### src/rtl/spectral_regs_cfg.svh
// Offsets, field positions, reset values and timing counts of the spectral register slice
`ifndef SPECTRAL_REGS_CFG_SVH
`define SPECTRAL_REGS_CFG_SVH

// ----------------------------------------------------------------------------
// Register offsets
// ----------------------------------------------------------------------------
`define SPECTRAL_STATUS_ADDR   8'h94
`define CHAN1_RESULT_LOW_ADDR  8'h97
`define CHAN1_RESULT_HIGH_ADDR 8'h98
`define CHAN2_RESULT_LOW_ADDR  8'h99
`define CHAN2_RESULT_HIGH_ADDR 8'h9A
`define CHAN3_RESULT_LOW_ADDR  8'h9B
`define CHAN3_RESULT_HIGH_ADDR 8'h9C
`define CHAN4_RESULT_LOW_ADDR  8'h9D
`define CHAN4_RESULT_HIGH_ADDR 8'h9E
`define CHAN5_RESULT_LOW_ADDR  8'h9F
`define CHAN5_RESULT_HIGH_ADDR 8'hA0
`define SLEEP_STATUS_ADDR      8'hA3
`define POWER_BANK_WAIT_ADDR   8'hA9
`define INT_SLEEP_CONFIG_ADDR  8'hAC
`define UNMAPPED_ADDR          8'h00

// ----------------------------------------------------------------------------
// Bank windows
// ----------------------------------------------------------------------------
`define BANK0_LOW_ADDR         8'h80
`define BANK1_LOW_ADDR         8'h60
`define BANK1_HIGH_ADDR        8'h74
`define BANK1_ALIAS_SPAN       8'h0C

// ----------------------------------------------------------------------------
// Field positions
// ----------------------------------------------------------------------------
`define LOW_POWER_BIT          5
`define BANK_SELECT_BIT        4
`define WAIT_STRETCH_BIT       2
`define SLEEP_ON_IRQ_BIT       4
`define SLEEPING_IRQ_BIT       1
`define WAIT_STRETCH_SHIFT     4

// ----------------------------------------------------------------------------
// Reset values
// ----------------------------------------------------------------------------
`define POWER_BANK_WAIT_RESET  8'h00
`define INT_SLEEP_CONFIG_RESET 8'h0C
`define INT_SLEEP_RESERVED     8'h0C
`define DEVICE_ADDR_DEFAULT    7'h2A
`define BIT_COUNT_FULL         4'h8

`endif

### src/rtl/spectral_regs_pkg.sv
// Types shared by the spectral result and configuration register slice
package spectral_regs_pkg;

  // Serial slave states, Gray coded along the usual path
  typedef enum logic [3:0] {
    ST_IDLE      = 4'h0,
    ST_ADDR      = 4'h1,
    ST_ADDR_ACK  = 4'h3,
    ST_REG       = 4'h2,
    ST_REG_ACK   = 4'h6,
    ST_WDATA     = 4'h7,
    ST_WDATA_ACK = 4'h5,
    ST_RDATA     = 4'h4,
    ST_RACK      = 4'hC
  } slave_state_type;

  // Whole state of the register slice
  typedef struct packed {
    logic                 scl_s1;
    logic                 scl_s2;
    logic                 scl_s3;
    logic                 sda_s1;
    logic                 sda_s2;
    logic                 sda_s3;
    slave_state_type      state;
    logic [3:0]           bit_cnt;
    logic [7:0]           shift;
    logic [7:0]           ptr;
    logic                 rw;
    logic                 ack_seen;
    logic                 sda_oe;
    logic                 low_power;
    logic                 bank_select;
    logic                 wait_stretch;
    logic                 sleep_on_irq;
    logic                 sleeping;
    logic [4:0][15:0]     latched;
    logic                 low_power_out;
    logic                 osc_stop;
    logic [19:0]          wait_scaled;
  } slice_state_type;

endpackage

### src/rtl/spectral_regs.sv
// Spectral result and misc configuration registers behind a two-wire serial slave
//
// Notes on behaviour
// [RULE1] Channel one result: low byte at 0x97, high byte at 0x98, read only.
// [RULE2] Channel two result: low byte at 0x99, high byte at 0x9A, read only.
// [RULE3] Channel three result: low 0x9B, high 0x9C, read only, zero by default.
// [RULE4] Channel four result: low 0x9D, high 0x9E, read only, zero by default.
// [RULE5] Channel five result: low 0x9F, high 0xA0, read only, zero by default.
// [RULE6] Low power idle bit enters low power when all functions wait or are off.
// [RULE7] Bank bit zero reaches 0x80 upward; one reaches 0x60 to 0x74; host matches it. Code maps only 0x60 to 0x6C of that window in bank one.
// [RULE8] Wait stretch bit multiplies the programmed wait interval by sixteen.
// [RULE9] Sleep on interrupt bit stops the oscillator while any interrupt is active.
// [RULE10] Oscillator stopped by an interrupt sets the sleeping status flag.
// [RULE11] Host restarts oscillator by clearing interrupts and the sleeping flag.
// [RULE12] Reading spectral status latches all result bytes from one measurement.
// [RULE13] With flicker detection on, channel five results read as zero.
// [RULE14] Sleeping flag is read only, resets to zero, sits at status bit 1. Code clears it when a one is written to that bit.
// [RULE15] Reserved config bits ignore writes, read defaults; fields reset to defaults.
// [RULE16] High byte forms result bits 15 to 8, low byte bits 7 to 0.
`timescale 1ns/1ns

`include "spectral_regs_cfg.svh"

module spectral_regs
  import spectral_regs_pkg::*;
#(
  parameter logic [6:0] DEVICE_ADDR = `DEVICE_ADDR_DEFAULT  // Arbitrary value
) (
  // Clock and reset
  input  wire logic             i_core_clk,
  input  wire logic             i_sys_rst,
  // Two-wire serial bus pins
  input  wire logic             i_scl,
  input  wire logic             i_sda,
  output logic                  o_sda_out,
  output logic                  o_sda_oe,
  // Measurement side
  input  wire logic [4:0][15:0] i_chan_result,
  input  wire logic [7:0]       i_spectral_status,
  input  wire logic             i_flicker_enable,
  input  wire logic             i_all_idle,
  input  wire logic             i_irq_active,
  input  wire logic [15:0]      i_wait_interval,
  // Power and timing controls
  output logic                  o_low_power_idle,
  output logic                  o_osc_stop,
  output logic                  o_sleeping_due_to_irq,
  output logic                  o_bank_select,
  output logic                  o_wait_stretch,
  output logic [19:0]           o_wait_scaled
);

  // --------------------------------------------------------------------------
  // Reset image
  // --------------------------------------------------------------------------
  localparam logic [7:0] POWER_BANK_WAIT_CONFIG_RST = `POWER_BANK_WAIT_RESET;
  localparam logic [7:0] INTERRUPT_SLEEP_CONFIG_RST = `INT_SLEEP_CONFIG_RESET;

  localparam slice_state_type RESET_STATE = '{
    scl_s1:        1'b1,
    scl_s2:        1'b1,
    scl_s3:        1'b1,
    sda_s1:        1'b1,
    sda_s2:        1'b1,
    sda_s3:        1'b1,
    state:         ST_IDLE,
    bit_cnt:       4'h0,
    shift:         8'h00,
    ptr:           8'h00,
    rw:            1'b0,
    ack_seen:      1'b0,
    sda_oe:        1'b0,
    low_power:     POWER_BANK_WAIT_CONFIG_RST[`LOW_POWER_BIT],
    bank_select:   POWER_BANK_WAIT_CONFIG_RST[`BANK_SELECT_BIT],
    wait_stretch:  POWER_BANK_WAIT_CONFIG_RST[`WAIT_STRETCH_BIT],
    sleep_on_irq:  INTERRUPT_SLEEP_CONFIG_RST[`SLEEP_ON_IRQ_BIT],
    sleeping:      1'b0,
    latched:       '0,
    low_power_out: 1'b0,
    osc_stop:      1'b0,
    wait_scaled:   20'h00000
  };

  // --------------------------------------------------------------------------
  // Address and read decode
  // --------------------------------------------------------------------------

  // Folds the bank-1 alias window onto the canonical map; the power, bank and wait register
  // stays reachable in both banks so the host can never lock itself out of the bank bit
  function automatic logic [7:0] map_addr(input logic [7:0] a, input logic bank);
    logic [7:0] off;
    off = a - `BANK1_LOW_ADDR;
    if (a == `POWER_BANK_WAIT_ADDR) begin
      return a;
    end
    if (bank) begin  // [RULE7]
      if (a >= `BANK1_LOW_ADDR && a <= `BANK1_HIGH_ADDR && off <= `BANK1_ALIAS_SPAN) begin
        return `SPECTRAL_STATUS_ADDR + off;
      end
      return `UNMAPPED_ADDR;
    end
    if (a >= `BANK0_LOW_ADDR) begin  // [RULE7]
      return a;
    end
    return `UNMAPPED_ADDR;
  endfunction

  // Byte seen by the host at a canonical address
  function automatic logic [7:0] read_value(input logic [7:0]      canon,
                                            input slice_state_type s,
                                            input logic [7:0]      status);
    logic [7:0] idx;
    logic [7:0] v;
    idx = canon - `CHAN1_RESULT_LOW_ADDR;
    v   = 8'h00;
    if (canon >= `CHAN1_RESULT_LOW_ADDR && canon <= `CHAN5_RESULT_HIGH_ADDR) begin
      // Odd index is the high byte of the pair  [RULE1] [RULE2] [RULE3] [RULE4] [RULE5]
      v = idx[0] ? s.latched[idx[3:1]][15:8] : s.latched[idx[3:1]][7:0];  // [RULE16]
    end else if (canon == `SPECTRAL_STATUS_ADDR) begin
      v = status;
    end else if (canon == `SLEEP_STATUS_ADDR) begin
      v[`SLEEPING_IRQ_BIT] = s.sleeping;  // [RULE14]
    end else if (canon == `POWER_BANK_WAIT_ADDR) begin
      v[`LOW_POWER_BIT]    = s.low_power;  // [RULE15]
      v[`BANK_SELECT_BIT]  = s.bank_select;
      v[`WAIT_STRETCH_BIT] = s.wait_stretch;
    end else if (canon == `INT_SLEEP_CONFIG_ADDR) begin
      v = `INT_SLEEP_RESERVED;  // [RULE15]
      v[`SLEEP_ON_IRQ_BIT] = s.sleep_on_irq;
    end
    return v;
  endfunction

  // --------------------------------------------------------------------------
  // State
  // --------------------------------------------------------------------------
  slice_state_type cur;
  slice_state_type next_cur;

  logic scl_rise;
  logic scl_fall;
  logic bus_start;
  logic bus_stop;

  // Edges are taken from the second and third stages, never the first
  assign scl_rise  = cur.scl_s2 & ~cur.scl_s3;
  assign scl_fall  = ~cur.scl_s2 & cur.scl_s3;
  assign bus_start = cur.scl_s2 & cur.scl_s3 & cur.sda_s3 & ~cur.sda_s2;
  assign bus_stop  = cur.scl_s2 & cur.scl_s3 & ~cur.sda_s3 & cur.sda_s2;

  // --------------------------------------------------------------------------
  // Next-state logic
  // --------------------------------------------------------------------------
  always_comb begin
    logic [7:0] canon;
    logic [7:0] rbyte;
    logic       clear_sleep;
    canon       = map_addr(cur.ptr, cur.bank_select);
    rbyte       = read_value(canon, cur, i_spectral_status);
    clear_sleep = 1'b0;
    next_cur    = cur;

    // Pin synchronisers
    next_cur.scl_s1 = i_scl;
    next_cur.scl_s2 = cur.scl_s1;
    next_cur.scl_s3 = cur.scl_s2;
    next_cur.sda_s1 = i_sda;
    next_cur.sda_s2 = cur.sda_s1;
    next_cur.sda_s3 = cur.sda_s2;

    if (bus_start) begin
      // Start or repeated start restarts the address phase
      next_cur.state   = ST_ADDR;
      next_cur.bit_cnt = 4'h0;
      next_cur.sda_oe  = 1'b0;
    end else if (bus_stop) begin
      next_cur.state  = ST_IDLE;
      next_cur.sda_oe = 1'b0;
    end else begin
      unique case (cur.state)
        ST_IDLE: begin
          next_cur.sda_oe = 1'b0;
        end
        ST_ADDR, ST_REG, ST_WDATA: begin
          if (scl_rise) begin
            next_cur.shift   = {cur.shift[6:0], cur.sda_s2};
            next_cur.bit_cnt = cur.bit_cnt + 4'h1;
          end else if (scl_fall && cur.bit_cnt == `BIT_COUNT_FULL) begin
            next_cur.bit_cnt = 4'h0;
            if (cur.state == ST_ADDR) begin
              if (cur.shift[7:1] == DEVICE_ADDR) begin
                next_cur.rw     = cur.shift[0];
                next_cur.sda_oe = 1'b1;
                next_cur.state  = ST_ADDR_ACK;
              end else begin
                next_cur.state = ST_IDLE;  // Not ours: stay off the bus
              end
            end else if (cur.state == ST_REG) begin
              next_cur.ptr    = cur.shift;
              next_cur.sda_oe = 1'b1;
              next_cur.state  = ST_REG_ACK;
            end else begin
              // Register write, then step to the next address
              if (canon == `POWER_BANK_WAIT_ADDR) begin
                next_cur.low_power    = cur.shift[`LOW_POWER_BIT];  // [RULE6]
                next_cur.bank_select  = cur.shift[`BANK_SELECT_BIT];  // [RULE7]
                next_cur.wait_stretch = cur.shift[`WAIT_STRETCH_BIT];  // [RULE8]
              end else if (canon == `INT_SLEEP_CONFIG_ADDR) begin
                next_cur.sleep_on_irq = cur.shift[`SLEEP_ON_IRQ_BIT];  // [RULE9]
              end else if (canon == `SLEEP_STATUS_ADDR) begin
                clear_sleep = cur.shift[`SLEEPING_IRQ_BIT];  // [RULE11]
              end
              next_cur.ptr    = cur.ptr + 8'h01;
              next_cur.sda_oe = 1'b1;
              next_cur.state  = ST_WDATA_ACK;
            end
          end
        end
        ST_ADDR_ACK, ST_REG_ACK, ST_WDATA_ACK: begin
          if (scl_fall) begin
            next_cur.sda_oe  = 1'b0;
            next_cur.bit_cnt = 4'h0;
            if (cur.state == ST_ADDR_ACK && cur.rw) begin
              next_cur.shift  = rbyte;
              next_cur.sda_oe = ~rbyte[7];
              next_cur.ptr    = cur.ptr + 8'h01;
              next_cur.state  = ST_RDATA;
            end else if (cur.state == ST_ADDR_ACK) begin
              next_cur.state = ST_REG;
            end else begin
              next_cur.state = ST_WDATA;
            end
          end
        end
        ST_RDATA: begin
          if (scl_rise) begin
            next_cur.bit_cnt = cur.bit_cnt + 4'h1;
          end else if (scl_fall) begin
            if (cur.bit_cnt == `BIT_COUNT_FULL) begin
              next_cur.sda_oe  = 1'b0;  // Release for the host's acknowledge
              next_cur.bit_cnt = 4'h0;
              next_cur.state   = ST_RACK;
            end else begin
              next_cur.shift  = {cur.shift[6:0], 1'b0};
              next_cur.sda_oe = ~cur.shift[6];
            end
          end
        end
        ST_RACK: begin
          if (scl_rise) begin
            next_cur.ack_seen = ~cur.sda_s2;
          end else if (scl_fall) begin
            if (cur.ack_seen) begin
              next_cur.shift  = rbyte;
              next_cur.sda_oe = ~rbyte[7];
              next_cur.ptr    = cur.ptr + 8'h01;
              next_cur.state  = ST_RDATA;
            end else begin
              next_cur.state = ST_IDLE;  // Host ended the read with a not-acknowledge
            end
          end
        end
        default: begin
          next_cur.state  = ST_IDLE;
          next_cur.sda_oe = 1'b0;
        end
      endcase
    end

    // Status fetch snapshots every result so a burst read is coherent
    if (!bus_start && !bus_stop && scl_fall && cur.rw &&
        ((cur.state == ST_ADDR_ACK) || (cur.state == ST_RACK && cur.ack_seen)) &&
        canon == `SPECTRAL_STATUS_ADDR) begin
      next_cur.latched = i_chan_result;  // [RULE12]
      if (i_flicker_enable) begin
        next_cur.latched[4] = 16'h0000;  // [RULE13]
      end
    end

    // Interrupt sleep: set wins over a clear in the same cycle
    if (cur.sleep_on_irq && i_irq_active) begin
      next_cur.sleeping = 1'b1;  // [RULE10]
    end else if (clear_sleep) begin
      next_cur.sleeping = 1'b0;  // [RULE11]
    end

    // Power and timing outputs
    next_cur.low_power_out = cur.low_power & i_all_idle;  // [RULE6]
    next_cur.osc_stop      = next_cur.sleeping;  // [RULE9]
    next_cur.wait_scaled   = cur.wait_stretch ?
                             {i_wait_interval, 4'h0} :  // [RULE8]
                             {4'h0, i_wait_interval};
  end

  // --------------------------------------------------------------------------
  // State register
  // --------------------------------------------------------------------------
  always_ff @(posedge i_core_clk) begin
    if (i_sys_rst) begin
      cur <= RESET_STATE;  // [RULE15] [RULE14]
    end else begin
      cur <= next_cur;
    end
  end

  // --------------------------------------------------------------------------
  // Outputs
  // --------------------------------------------------------------------------
  // Open drain: only ever pulls low
  assign o_sda_out             = 1'b0;
  assign o_sda_oe              = cur.sda_oe;
  assign o_low_power_idle      = cur.low_power_out;
  assign o_osc_stop            = cur.osc_stop;
  assign o_sleeping_due_to_irq = cur.sleeping;
  assign o_bank_select         = cur.bank_select;
  assign o_wait_stretch        = cur.wait_stretch;
  assign o_wait_scaled         = cur.wait_scaled;

endmodule  // spectral_regs

### config.mk
export PLATFORM = sky130hd
export DESIGN_NAME = spectral_regs
export DESIGN_NICKNAME = d
export VERILOG_FILES = /design/src/rtl/spectral_regs_pkg.sv /design/src/rtl/spectral_regs.sv
export VERILOG_INCLUDE_DIRS = /design/src /design/src/rtl
export SDC_FILE = /design/constraint.sdc
export NUM_CORES = 1
export LEC_CHECK = 0
export ABC_AREA = 1
export ABC_CLOCK_PERIOD_IN_PS = 3450
export BUFFER_PORTS_ARGS = -buffer_cell sky130_fd_sc_hd__buf_2
export CAP_MARGIN = 20
export CELL_PAD_IN_SITES_DETAIL_PLACEMENT = 1
export CELL_PAD_IN_SITES_GLOBAL_PLACEMENT = 2
export CORE_MARGIN = 2
export CORE_UTILIZATION = 28
export DETAILED_ROUTE_END_ITERATION = 8
export GPL_ROUTABILITY_DRIVEN = 0
export MAX_ROUTING_LAYER = met4
export PLACE_DENSITY_LB_ADDON = 0.1
export SYNTH_ARGS = -nofsm -noshare
export SYNTH_HDL_FRONTEND = slang
export SYNTH_SLANG_ARGS = --single-unit
export TNS_END_PERCENT = 5
### constraint.sdc
create_clock -name i_core_clk -period 3.45 [get_ports i_core_clk]
set_clock_uncertainty 0.2 [all_clocks]
set_input_delay 0.1725 -clock i_core_clk [delete_from_list [all_inputs] [get_ports i_core_clk]]
set_output_delay 0.1725 -clock i_core_clk [all_outputs]
set_load 0.1 [all_outputs]
Yosys cells after proc, flatten, opt, wreduce, memory -nomap -nowiden
Index checks and enable logic that the tools add are counted.
{ "totals": {"register_bits": 139, "input_bits": 111, "output_inout_bits": 27, "word_cells": 240} }
{ "op_classes": {"add_sub_neg": 5, "order_cmp": 7, "n_eq_ne": 41, "muxes": 101, "bitwise": 22, "reduce_logical": 36} }
{ "op_table": {"columns": ["cell", "n"], "rows": [
  ["8-bit 2-to-1 mux", 18],
  ["16-bit 2-to-1 mux", 8],
  ["16-bit binary-select mux with 3-bit select", 1],
  ["1-bit 2-to-1 mux", 43],
  ["8-bit equality test, second input constant", 5],
  ["4-bit 2-to-1 mux", 10],
  ["9-bit AND reduction", 4],
  ["4-bit != test, second input constant", 8],
  ["8-bit one-hot mux with 4 select lines", 1],
  ["2-bit != test, second input constant", 13],
  ["24-bit 2-to-1 mux", 1],
  ["8-bit one-hot mux with 3 select lines", 1],
  ["22-bit 2-to-1 mux", 1],
  ["5-bit 2-to-1 mux", 4],
  ["4-bit one-hot mux with 5 select lines", 1],
  ["9-bit 2-to-1 mux", 2],
  ["4-bit by 3-bit equality test with 1-bit output, second input constant", 4],
  ["8-bit >= comparator, second input constant", 2],
  ["3-bit != test, second input constant", 5],
  ["1-bit inverter", 14],
  ["1-bit logical AND", 12],
  ["4-bit one-hot mux with 3 select lines", 1],
  ["12-bit AND reduction", 1],
  ["11-bit AND reduction", 1],
  ["other kinds (31)", 51]
]} }

Logic depth before layout (Yosys ltp)
Gate-level depths: netlist (run 1).
{ "depth": {"ltp_word": 25, "mapped_depth": 22, "mapped_depth_nobuf": 20} }

Least setup slack after synthesis (run 1)
OpenSTA, ideal clock, no wires.
{ "synth_path": {"path_type": "register -> register", "from": "register cur (netlist bit o_bank_select)", "to": "register cur (netlist bit o_sda_oe)", "setup_time_ps": 119, "arrival_time_ps": 3357, "required_ps": 3131, "path_slack_ps": -226, "path_stages_with_launch": 19, "n_path_buf": 3, "period_less_slack_ps": 3676, "path_cell_list": "dfxtp_1 -> nand2_1 -> nand3b_2 -> nor2_4 -> nor2_1 -> nor2_4 -> clkbuf_1 -> ha_1 -> clkbuf_1 -> clkbuf_1 -> a21oi_1 -> nand3_1 -> nand3_1 -> nand3_1 -> nand3_1 -> nand3_1 -> nand2_1 -> nand2_1 -> a21oi_1"} }
{ "synth_between": {"elab_chain_len": 15, "elab_cells_between_ends": 24, "cone_classes": "add/sub: 1; order compare: 2; eq/ne: 1; mux: 18; bitwise: 1; reduce/logical: 1"} }
{ "synth_rtl": {"columns": ["item", "line", "rtl"], "rows": [
  ["from (decl)", "spectral_regs.sv:137", "slice_state_type cur;"],
  ["from (signal assigned)", "spectral_regs.sv:302", "cur <= next_cur;"],
  ["8-bit 2-to-1 mux", "spectral_regs.sv:96", "if (bank) begin"],
  ["8-bit 2-to-1 mux", "spectral_regs.sv:102", "if (a >= `BANK0_LOW_ADDR) begin"],
  ["8-bit 2-to-1 mux", "spectral_regs.sv:105", "return `UNMAPPED_ADDR;"],
  ["8-bit 2-to-1 mux *", "spectral_regs.sv:102", null],
  ["8-bit 2-to-1 mux *", "spectral_regs.sv:96", null],
  ["4-bit by 3-bit subtractor with 4-bit output (no source line)", null, null],
  ["16-bit binary-select mux with 3-bit select", "spectral_regs.sv:118", "v = idx[0] ? s.latched[idx[3:1]][15:8] : s.latched[idx[3:1]][7:0];"],
  ["16-bit 2-to-1 mux (implied by the code)", "spectral_regs.sv:118", null],
  ["8-bit 2-to-1 mux", "spectral_regs.sv:118", null],
  ["8-bit 2-to-1 mux *", "spectral_regs.sv:116", "if (canon >= `CHAN1_RESULT_LOW_ADDR && canon <= `CHAN5_RESULT_HIGH_ADDR) begin"],
  ["1-bit inverter *", "spectral_regs.sv:225, spectral_regs.sv:255", null],
  ["1-bit 2-to-1 mux", "spectral_regs.sv:253", "if (cur.ack_seen) begin"],
  ["1-bit 2-to-1 mux", "spectral_regs.sv:252", "end else if (scl_fall) begin"],
  ["1-bit 2-to-1 mux", "spectral_regs.sv:250", "if (scl_rise) begin"],
  ["1-bit one-hot mux with 4 select lines *", "spectral_regs.sv:180", "unique case (cur.state)"]
]} }
Every way passes the cells marked *; elsewhere a longest branch is shown, timed or not. The select of a mux whose other input is x is not followed.
A chain may end at the register's enable or synchronous reset.

Worst setup path after layout (run 1)
{ "layout_path": {"from": "register cur[115] in the netlist's numbering", "to": "register cur[99] in the netlist's numbering"} }
{ "layout_between": {"elab_chain_len": 14, "elab_cells_between_ends": 26, "cone_classes": "add/sub: 2; order compare: 4; eq/ne: 2; mux: 15; reduce/logical: 3"} }
{ "layout_rtl": {"columns": ["item", "line", "rtl"], "rows": [
  ["8-bit by 7-bit subtractor with 8-bit output (no source line), or another cell as far along", null, null],
  ["8-bit by 4-bit <= comparator with 1-bit output (no source line) or 1-bit logical AND (tied branches)", null, null],
  ["1-bit logical AND (no source line)", null, null],
  ["1-bit 2-to-1 mux", "spectral_regs.sv:97", "if (a >= `BANK1_LOW_ADDR && a <= `BANK1_HIGH_ADDR && off <= `BANK1_ALIAS_SPAN) begin"],
  ["1-bit 2-to-1 mux (2 in series)", "spectral_regs.sv:96", null],
  ["8-bit 2-to-1 mux", "spectral_regs.sv:100", "return `UNMAPPED_ADDR;"],
  ["8-bit 2-to-1 mux", "spectral_regs.sv:96", null],
  ["8-bit 2-to-1 mux", "spectral_regs.sv:102", null],
  ["8-bit 2-to-1 mux", "spectral_regs.sv:105", null],
  ["8-bit 2-to-1 mux", "spectral_regs.sv:102", null],
  ["8-bit 2-to-1 mux *", "spectral_regs.sv:96", null],
  ["8-bit equality test (no source line) *", null, null],
  ["1-bit logical AND (no source line) *", null, null]
]} }
Marked as above.

==> metrics, run 1 <==
WP data arrival 3.25 ns; final instance area 0.0101 mm^2; grt ovf 0; Via density 4.69; layout cells sized above 1 0.189; initial DRC count around 420; initial core utilization 0.287; worst-path cell chain inv_2, ha_1, nand2_1, nand3b_2, nor2_4, nor2_2, nor2_4, buf_4, inv_2, ha_1, nand2_2, nor2_4, nand2_4, inv_4, o2111ai_4, buf_12, buf_12, nand3b_1, a21oi_1; Worst Path Buf+Inv 6; Worst-path clk slew roughly 0.07 ns; global-route wire length before repair between 40,000 and 50,000 um; Leakage around 4.3 nW; Slew headroom 0.540; worst r2r src cur[115]; status completed; worst hold path type in2reg; Root Buffer clkbuf_16; Post-Synth Adder-Cell Area 0.0275; CP Launch Point cur[115]; Final Hold Slack approximately 0.026 ns; main combinational cell family by area after synthesis compound AO/OA/AOI/OAI gates; Layout Area Growth over Synthesis 38.2%; worst slew pin tran around 0.7 ns; final hold vios 0; MaxCap Viol Count 0; CP endpoint kind flop; setup violators final 0; synth unique cells 46; unrepaired setup endpoints after global routing no; CP required between 3 and 4 ns; Antenna Nets Post-Route 0; Worst setup SP type flop; peak per-stage delay on the critical path 0.36 ns; Final period util 0.917; Nets ~1.4k; hpwl dp approximately 18,000 um; Synth area leaders dfxtp_1 (38%), a21oi_1 (9.6%), o21ai_0 (8.8%); initial antenna violation count 1; Site Rows between 50 and 60; Post-route DRC 0; Total Wirelength ~27,000 um; setup_tns 0 ns; Critical R2R Capture cur[99]; mux contribution to synthesized area 0; most frequent cells in the layout nand2_1 (170), inv_1 (159), a21oi_1 (139), dfxtp_1 (136), buf_2 (136); Clock Tree Buf Depth 2; Die Span Y between 150 and 200 um; routed len/inst around 17 um; Sink Count 139; maximum VDD drop 0.000263 V; commonest non-fill, non-tap cell in the layout nand2_1; total CTS buffers 17; CTS tree built; Worst-Skew Late Latency roughly 0.44 ns; cell count after synthesis 1,051; IO Pins around 140; CP top delay family simple AND/OR/NAND/NOR gates; Reg2Reg Depth 19; Area after DPL 0.00827 mm^2; Avg Cell Area, Syn 6.92 um^2; Ant. Diodes 0; core box area around 0.025 mm^2; critical path class reg2reg; Worst Path Max Fanout 36; largest net degree at the start of global routing 90; total iterations of the first detailed-routing run 4; sequential fraction of the synthesis area 0.383; synthesized net count between 1k and 1.5k; r2r setup slk 0.29 ns; H-tree Lvls 4; gr usage total 0.201; simple-gate share of the synthesized area 0.212; share of the synthesized area in the top cell type 0.383; die width approximately 170 um; I/O Buffers approximately 140; power per cell area 493 mW/mm^2; Synthesis Warnings 0; #FFs+latches synth ~140; FMAX approximately 0.32 GHz; CP max stage cell dfxtp_2; mapped cell area 0.00727 mm^2; CP endpoint cur[99]; Synth Area in XOR/XNOR 0.00482; max-slew violations 0; dominant cell type by area after synthesis dfxtp_1; CP Depth 19; Vias ~7.6k; vias in the first global route ~7.6k; most used cell, CP nor2_4; die area between 0.02 and 0.03 mm^2; Synth Area in Compound Gates 0.234; Final Critical Period between 3 and 4 ns
## where the power goes
part / internal (mW) / total, mW / switching [mW] / leakage [nW]
registers: 1.70 / 1.80 / 0.104 / 1.13
clock network: 1.02 / 1.87 / 0.842 / 0.284
logic: 0.473 / 1.29 / 0.819 / 2.89
total: 3.19 / 4.96 / 1.77 / 4.31
## synth_stat cells (all sizes together)
cell	instances
a32oi	1
nor3	11
conb	1
a31oi	3
a21oi	139
o21a	1
o21ai	131
inv	167
clkbuf	35
o21bai	1
nand2	178
nand2b	1
a22oi	2
a221o	1
nor2	69
or2	4
o211ai	13
o22ai	12
nor4	2
nor3b	2
dfxtp	139
buf	35
o2111ai	1
clkinv	1
a211oi	8
ha	16
nand3b	15
a311oi	2
xor2	3
xnor2	1
nand4	5
nand3	51
## worst register-to-register path, cell delays in order (launching register included)
cell and delay (ns):
dfxtp_2 0.36, inv_2 0.08, ha_1 0.28, nand2_1 0.04, nand3b_2 0.22, nor2_4 0.12, nor2_2 0.07, nor2_4 0.09
buf_4 0.26, inv_2 0.06, ha_1 0.21, nand2_2 0.10, nor2_4 0.04, nand2_4 0.10, inv_4 0.08, o2111ai_4 0.08
buf_12 0.18, buf_12 0.19, nand3b_1 0.18, a21oi_1 0.08
## stage by stage
stage	util	instances	total power [mW]	setup WS (ns)
after global placement	0.326	1479	3.03	0.178
after detailed placement	0.326	1479	3.02	0.124
after CTS	0.392	1620	5.00	0.0568
final	0.397	1626	4.96	0.287
after global routing	0.397	1626	5.25	0.0241
after floorplan	-	1051	2.61	0.0606
## area by class of cell
cell class	instances	area, um^2
multi-input cells	674	3490
well taps	330	413
clock buffers	18	429
repair buffers	283	2150
clock inverters	14	149
fillers	3166	15300
inverters	168	633
flip-flops and latches	139	2790
## per-layer routing
metal | GRT usage | part of all wire | vias to the layer above
met5 | - | 0 | -
met4 | 0.0640 | 0.018 | 0
met3 | 0.0295 | 0.030 | 26
met2 | 0.332 | 0.48 | 119
met1 | 0.253 | 0.47 | 3603
li1 | - | - | 3879
## worst min path at each step
stage / start / end / cells past startpoint
CTS: i_spectral_status[2] / cur[120] / 5
floorplan: i_sda / cur[136] / 1
detailed placement: i_scl / cur[139] / 2
finish: i_spectral_status[5] / cur[123] / 5
global route: i_spectral_status[5] / cur[123] / 5
global placement: i_sda / cur[136] / 2
## what timing repair did
| action | in CTS | in global routing |
|---|---|---|
| endpoints found under the setup margin | 0 | 79 |
| hold buffers | 109 | 0 |
| buffers inserted | 0 | 1 |
| hold endpoints to repair | 109 | 0 |
| resized for setup | 0 | 12 |
## sequential cells by signal (all words and copies together) (netlist names)
register	cells
cur	114
o_bank_select	1
o_low_power_idle	1
o_osc_stop	1
o_sda_oe	1
o_wait_scaled	20
o_wait_stretch	1
## logic make-up (layout without fill, tap and decap cells)
logic type                 count (synthesis)  in the layout
and+or+nand+nor                          338            338
other                                      1              1
xor gates and xnor gates                   4              4
buffers and inverters                    238            483
adders and majority gates                 16             16
DFF                                      139            139
AOI/OAI and AO/OA                        315            315
No activity file was read; power rests on OpenSTA's default activity.
==> run 2, diff against run 1 <==
Settings changed: CTS_BUF_LIST set to sky130_fd_sc_hd__clkbuf_4 sky130_fd_sc_hd__clkbuf_8.
==> metrics, run 2 (synthesis gave the netlist of run 1 again) <==
Clock Tree Buf Depth 2; # fillers roughly 3.2k; status completed; final core utilization 0.386; Site Rows between 50 and 60; CP top delay family buffers and inverters; worst slew pin tran roughly 0.7 ns; unrepaired setup endpoints after global routing yes; grt ovf 0; I/O Buffers roughly 140; initial DRC count ~390; initial core utilization 0.287; final hold vios 0; Slew headroom 0.546; Total Wirelength between 20,000 and 30,000 um; Nets around 1.4k; sw frac 0.377; total iterations of the first detailed-routing run 5; Vias around 7.5k; commonest non-fill, non-tap cell in the layout nand2_1; CP endpoint kind flop; Multi-input gate area around 0.0035 mm^2; Seq pwr share 0.403; power share of the combinational group 0.289; H-tree Lvls 4; Leakage roughly 4.2 nW; CP required 3.64 ns; Antenna Nets Post-Route 0; worst hold endpoint cur[119]; die width around 170 um; most frequent cells in the layout nand2_1 (170), inv_1 (159), a21oi_1 (139), dfxtp_1 (137), buf_2 (136); IO Pins around 140; gr usage total 0.199; Final period util 0.944; Worst-path clk slew around 0.090 ns; most used cell, CP nor2_4; Reg2Reg Depth 18; Layout Area Growth over Synthesis 34.3%; Root Buffer clkbuf_8; worst-path cell chain inv_2, ha_1, nand2_1, nand3b_2, nor2_4, nor2_2, nor2_4, buf_4, inv_2, ha_1, nand2_2, nor2_4, nand2_4, inv_4, o2111ai_4, buf_12, o21ai_0, a21oi_1; Worst-Skew Late Latency roughly 0.46 ns; total CTS buffers 17; Critical R2R Capture cur[77]; P_sw approximately 1.7 mW; global-route wire length before repair between 40,000 and 50,000 um; maximum VDD drop about 0.00021 V; Sink Count around 140; Worst Path Buf+Inv 5; die area ~0.027 mm^2; routed len/inst 15.8 um; Worst Path Max Fanout about 90; max-slew violations 0; worst hold path type in2reg; Clock Power Share 0.308; WP data arrival about 3.5 ns; P_int 2.78 mW; CP Launch Point cur[115]; power per cell area 456 mW/mm^2; critical path class reg2reg; hpwl dp about 18,000 um; CTS tree built; CP max stage cell dfxtp_1; core box area ~0.025 mm^2; peak per-stage delay on the critical path 0.39 ns; MaxCap Viol Count 0; setup ws final about 0.19 ns; total chip power approximately 4.5 mW; layout cells sized above 1 0.185; setup violators final 0; Final Critical Period about 3.3 ns; worst r2r src cur[115]; vias in the first global route between 7k and 8k; Die Span Y about 170 um; Worst setup SP type flop; Ant. Diodes 0; Post-route DRC 0; Via density 4.66; r2r setup slk 0.19 ns; initial antenna violation count 0; Most flops, register cur; Area after DPL between 0.008 and 0.009 mm^2; Largest register FFs 114; Post-CTS Setup Bufs 0; FMAX 0.307 GHz; hold path start i_spectral_status[1]; largest net degree at the start of global routing 90; cell count of the worst hold path 7; register area 0.00279 mm^2; Place WS around 0.12 ns; final instance area around 0.0098 mm^2
## run 2: cell count changes in the layout (fill, tap and decap cells not counted), sizes merged
cell and change:
clkbuf -2, buf -4, dlygate4sd3 +1
## run 2: worst max path at each step
stage / to / slack (ns) / depth (start not counted)
3_5_place_dp: cur[77] / 0.12 / 19
3_3_place_gp: cur[77] / 0.18 / 19
5_1_grt: cur[77] / -0.04 / 18
6_report: cur[77] / 0.19 / 18
2_1_floorplan: o_sda_oe / 0.06 / 20
4_1_cts: cur[77] / 0.09 / 19
## run 2: power by group through the flow
stage	Combinational (mW)	Clock (mW)	Sequential (mW)
5_1_grt	1.45	1.50	1.81
3_3_place_gp	1.20	0	1.83
6_report	1.29	1.37	1.80
2_1_floorplan	0.804	0	1.81
4_1_cts	1.29	1.44	1.80
3_5_place_dp	1.19	0	1.83
## run 2: layer usage
metal	up-vias	wire length [um]	track usage
li1	3861	-	-
met1	3542	12100	0.252
met2	123	12300	0.328
met3	21	862	0.0315
met5	-	0	-
met4	0	397	0.0542
## run 2: area by class of cell
type                            instances  share of cell area
Clock buffer                           18              0.0247
Clock inverter                         14              0.0152
Inverter                              168              0.0648
Multi-Input combinational cell        674               0.357
Sequential cell                       139               0.285
Tap cell                              330              0.0423
Timing Repair Buffer                  278               0.211
## run 2: stage by stage
step                hold slack, ns  TNS, ns  std cells
floorplan                   0.0763        0       1051
global placement             0.157        0       1479
detailed placement           0.162        0       1479
CTS                         0.0120        0       1621
global route                0.0760   -0.156       1621
finish                      0.0666        0       1621
## run 2: what timing repair did
action                                 4_1_cts  5_1_grt
hold buffers                               110        0
resized for setup                            0        6
setup endpoints to repair                    0       58
endpoints found under the hold margin      112        0
## run 2: tightest hold or removal path, stage by stage
cell and delay (ns):
buf_2 0.11, nand2_1 0.10, nand3_1 0.09, nand2_1 0.07
inv_1 0.04, nand2_1 0.05, a21oi_1 0.05
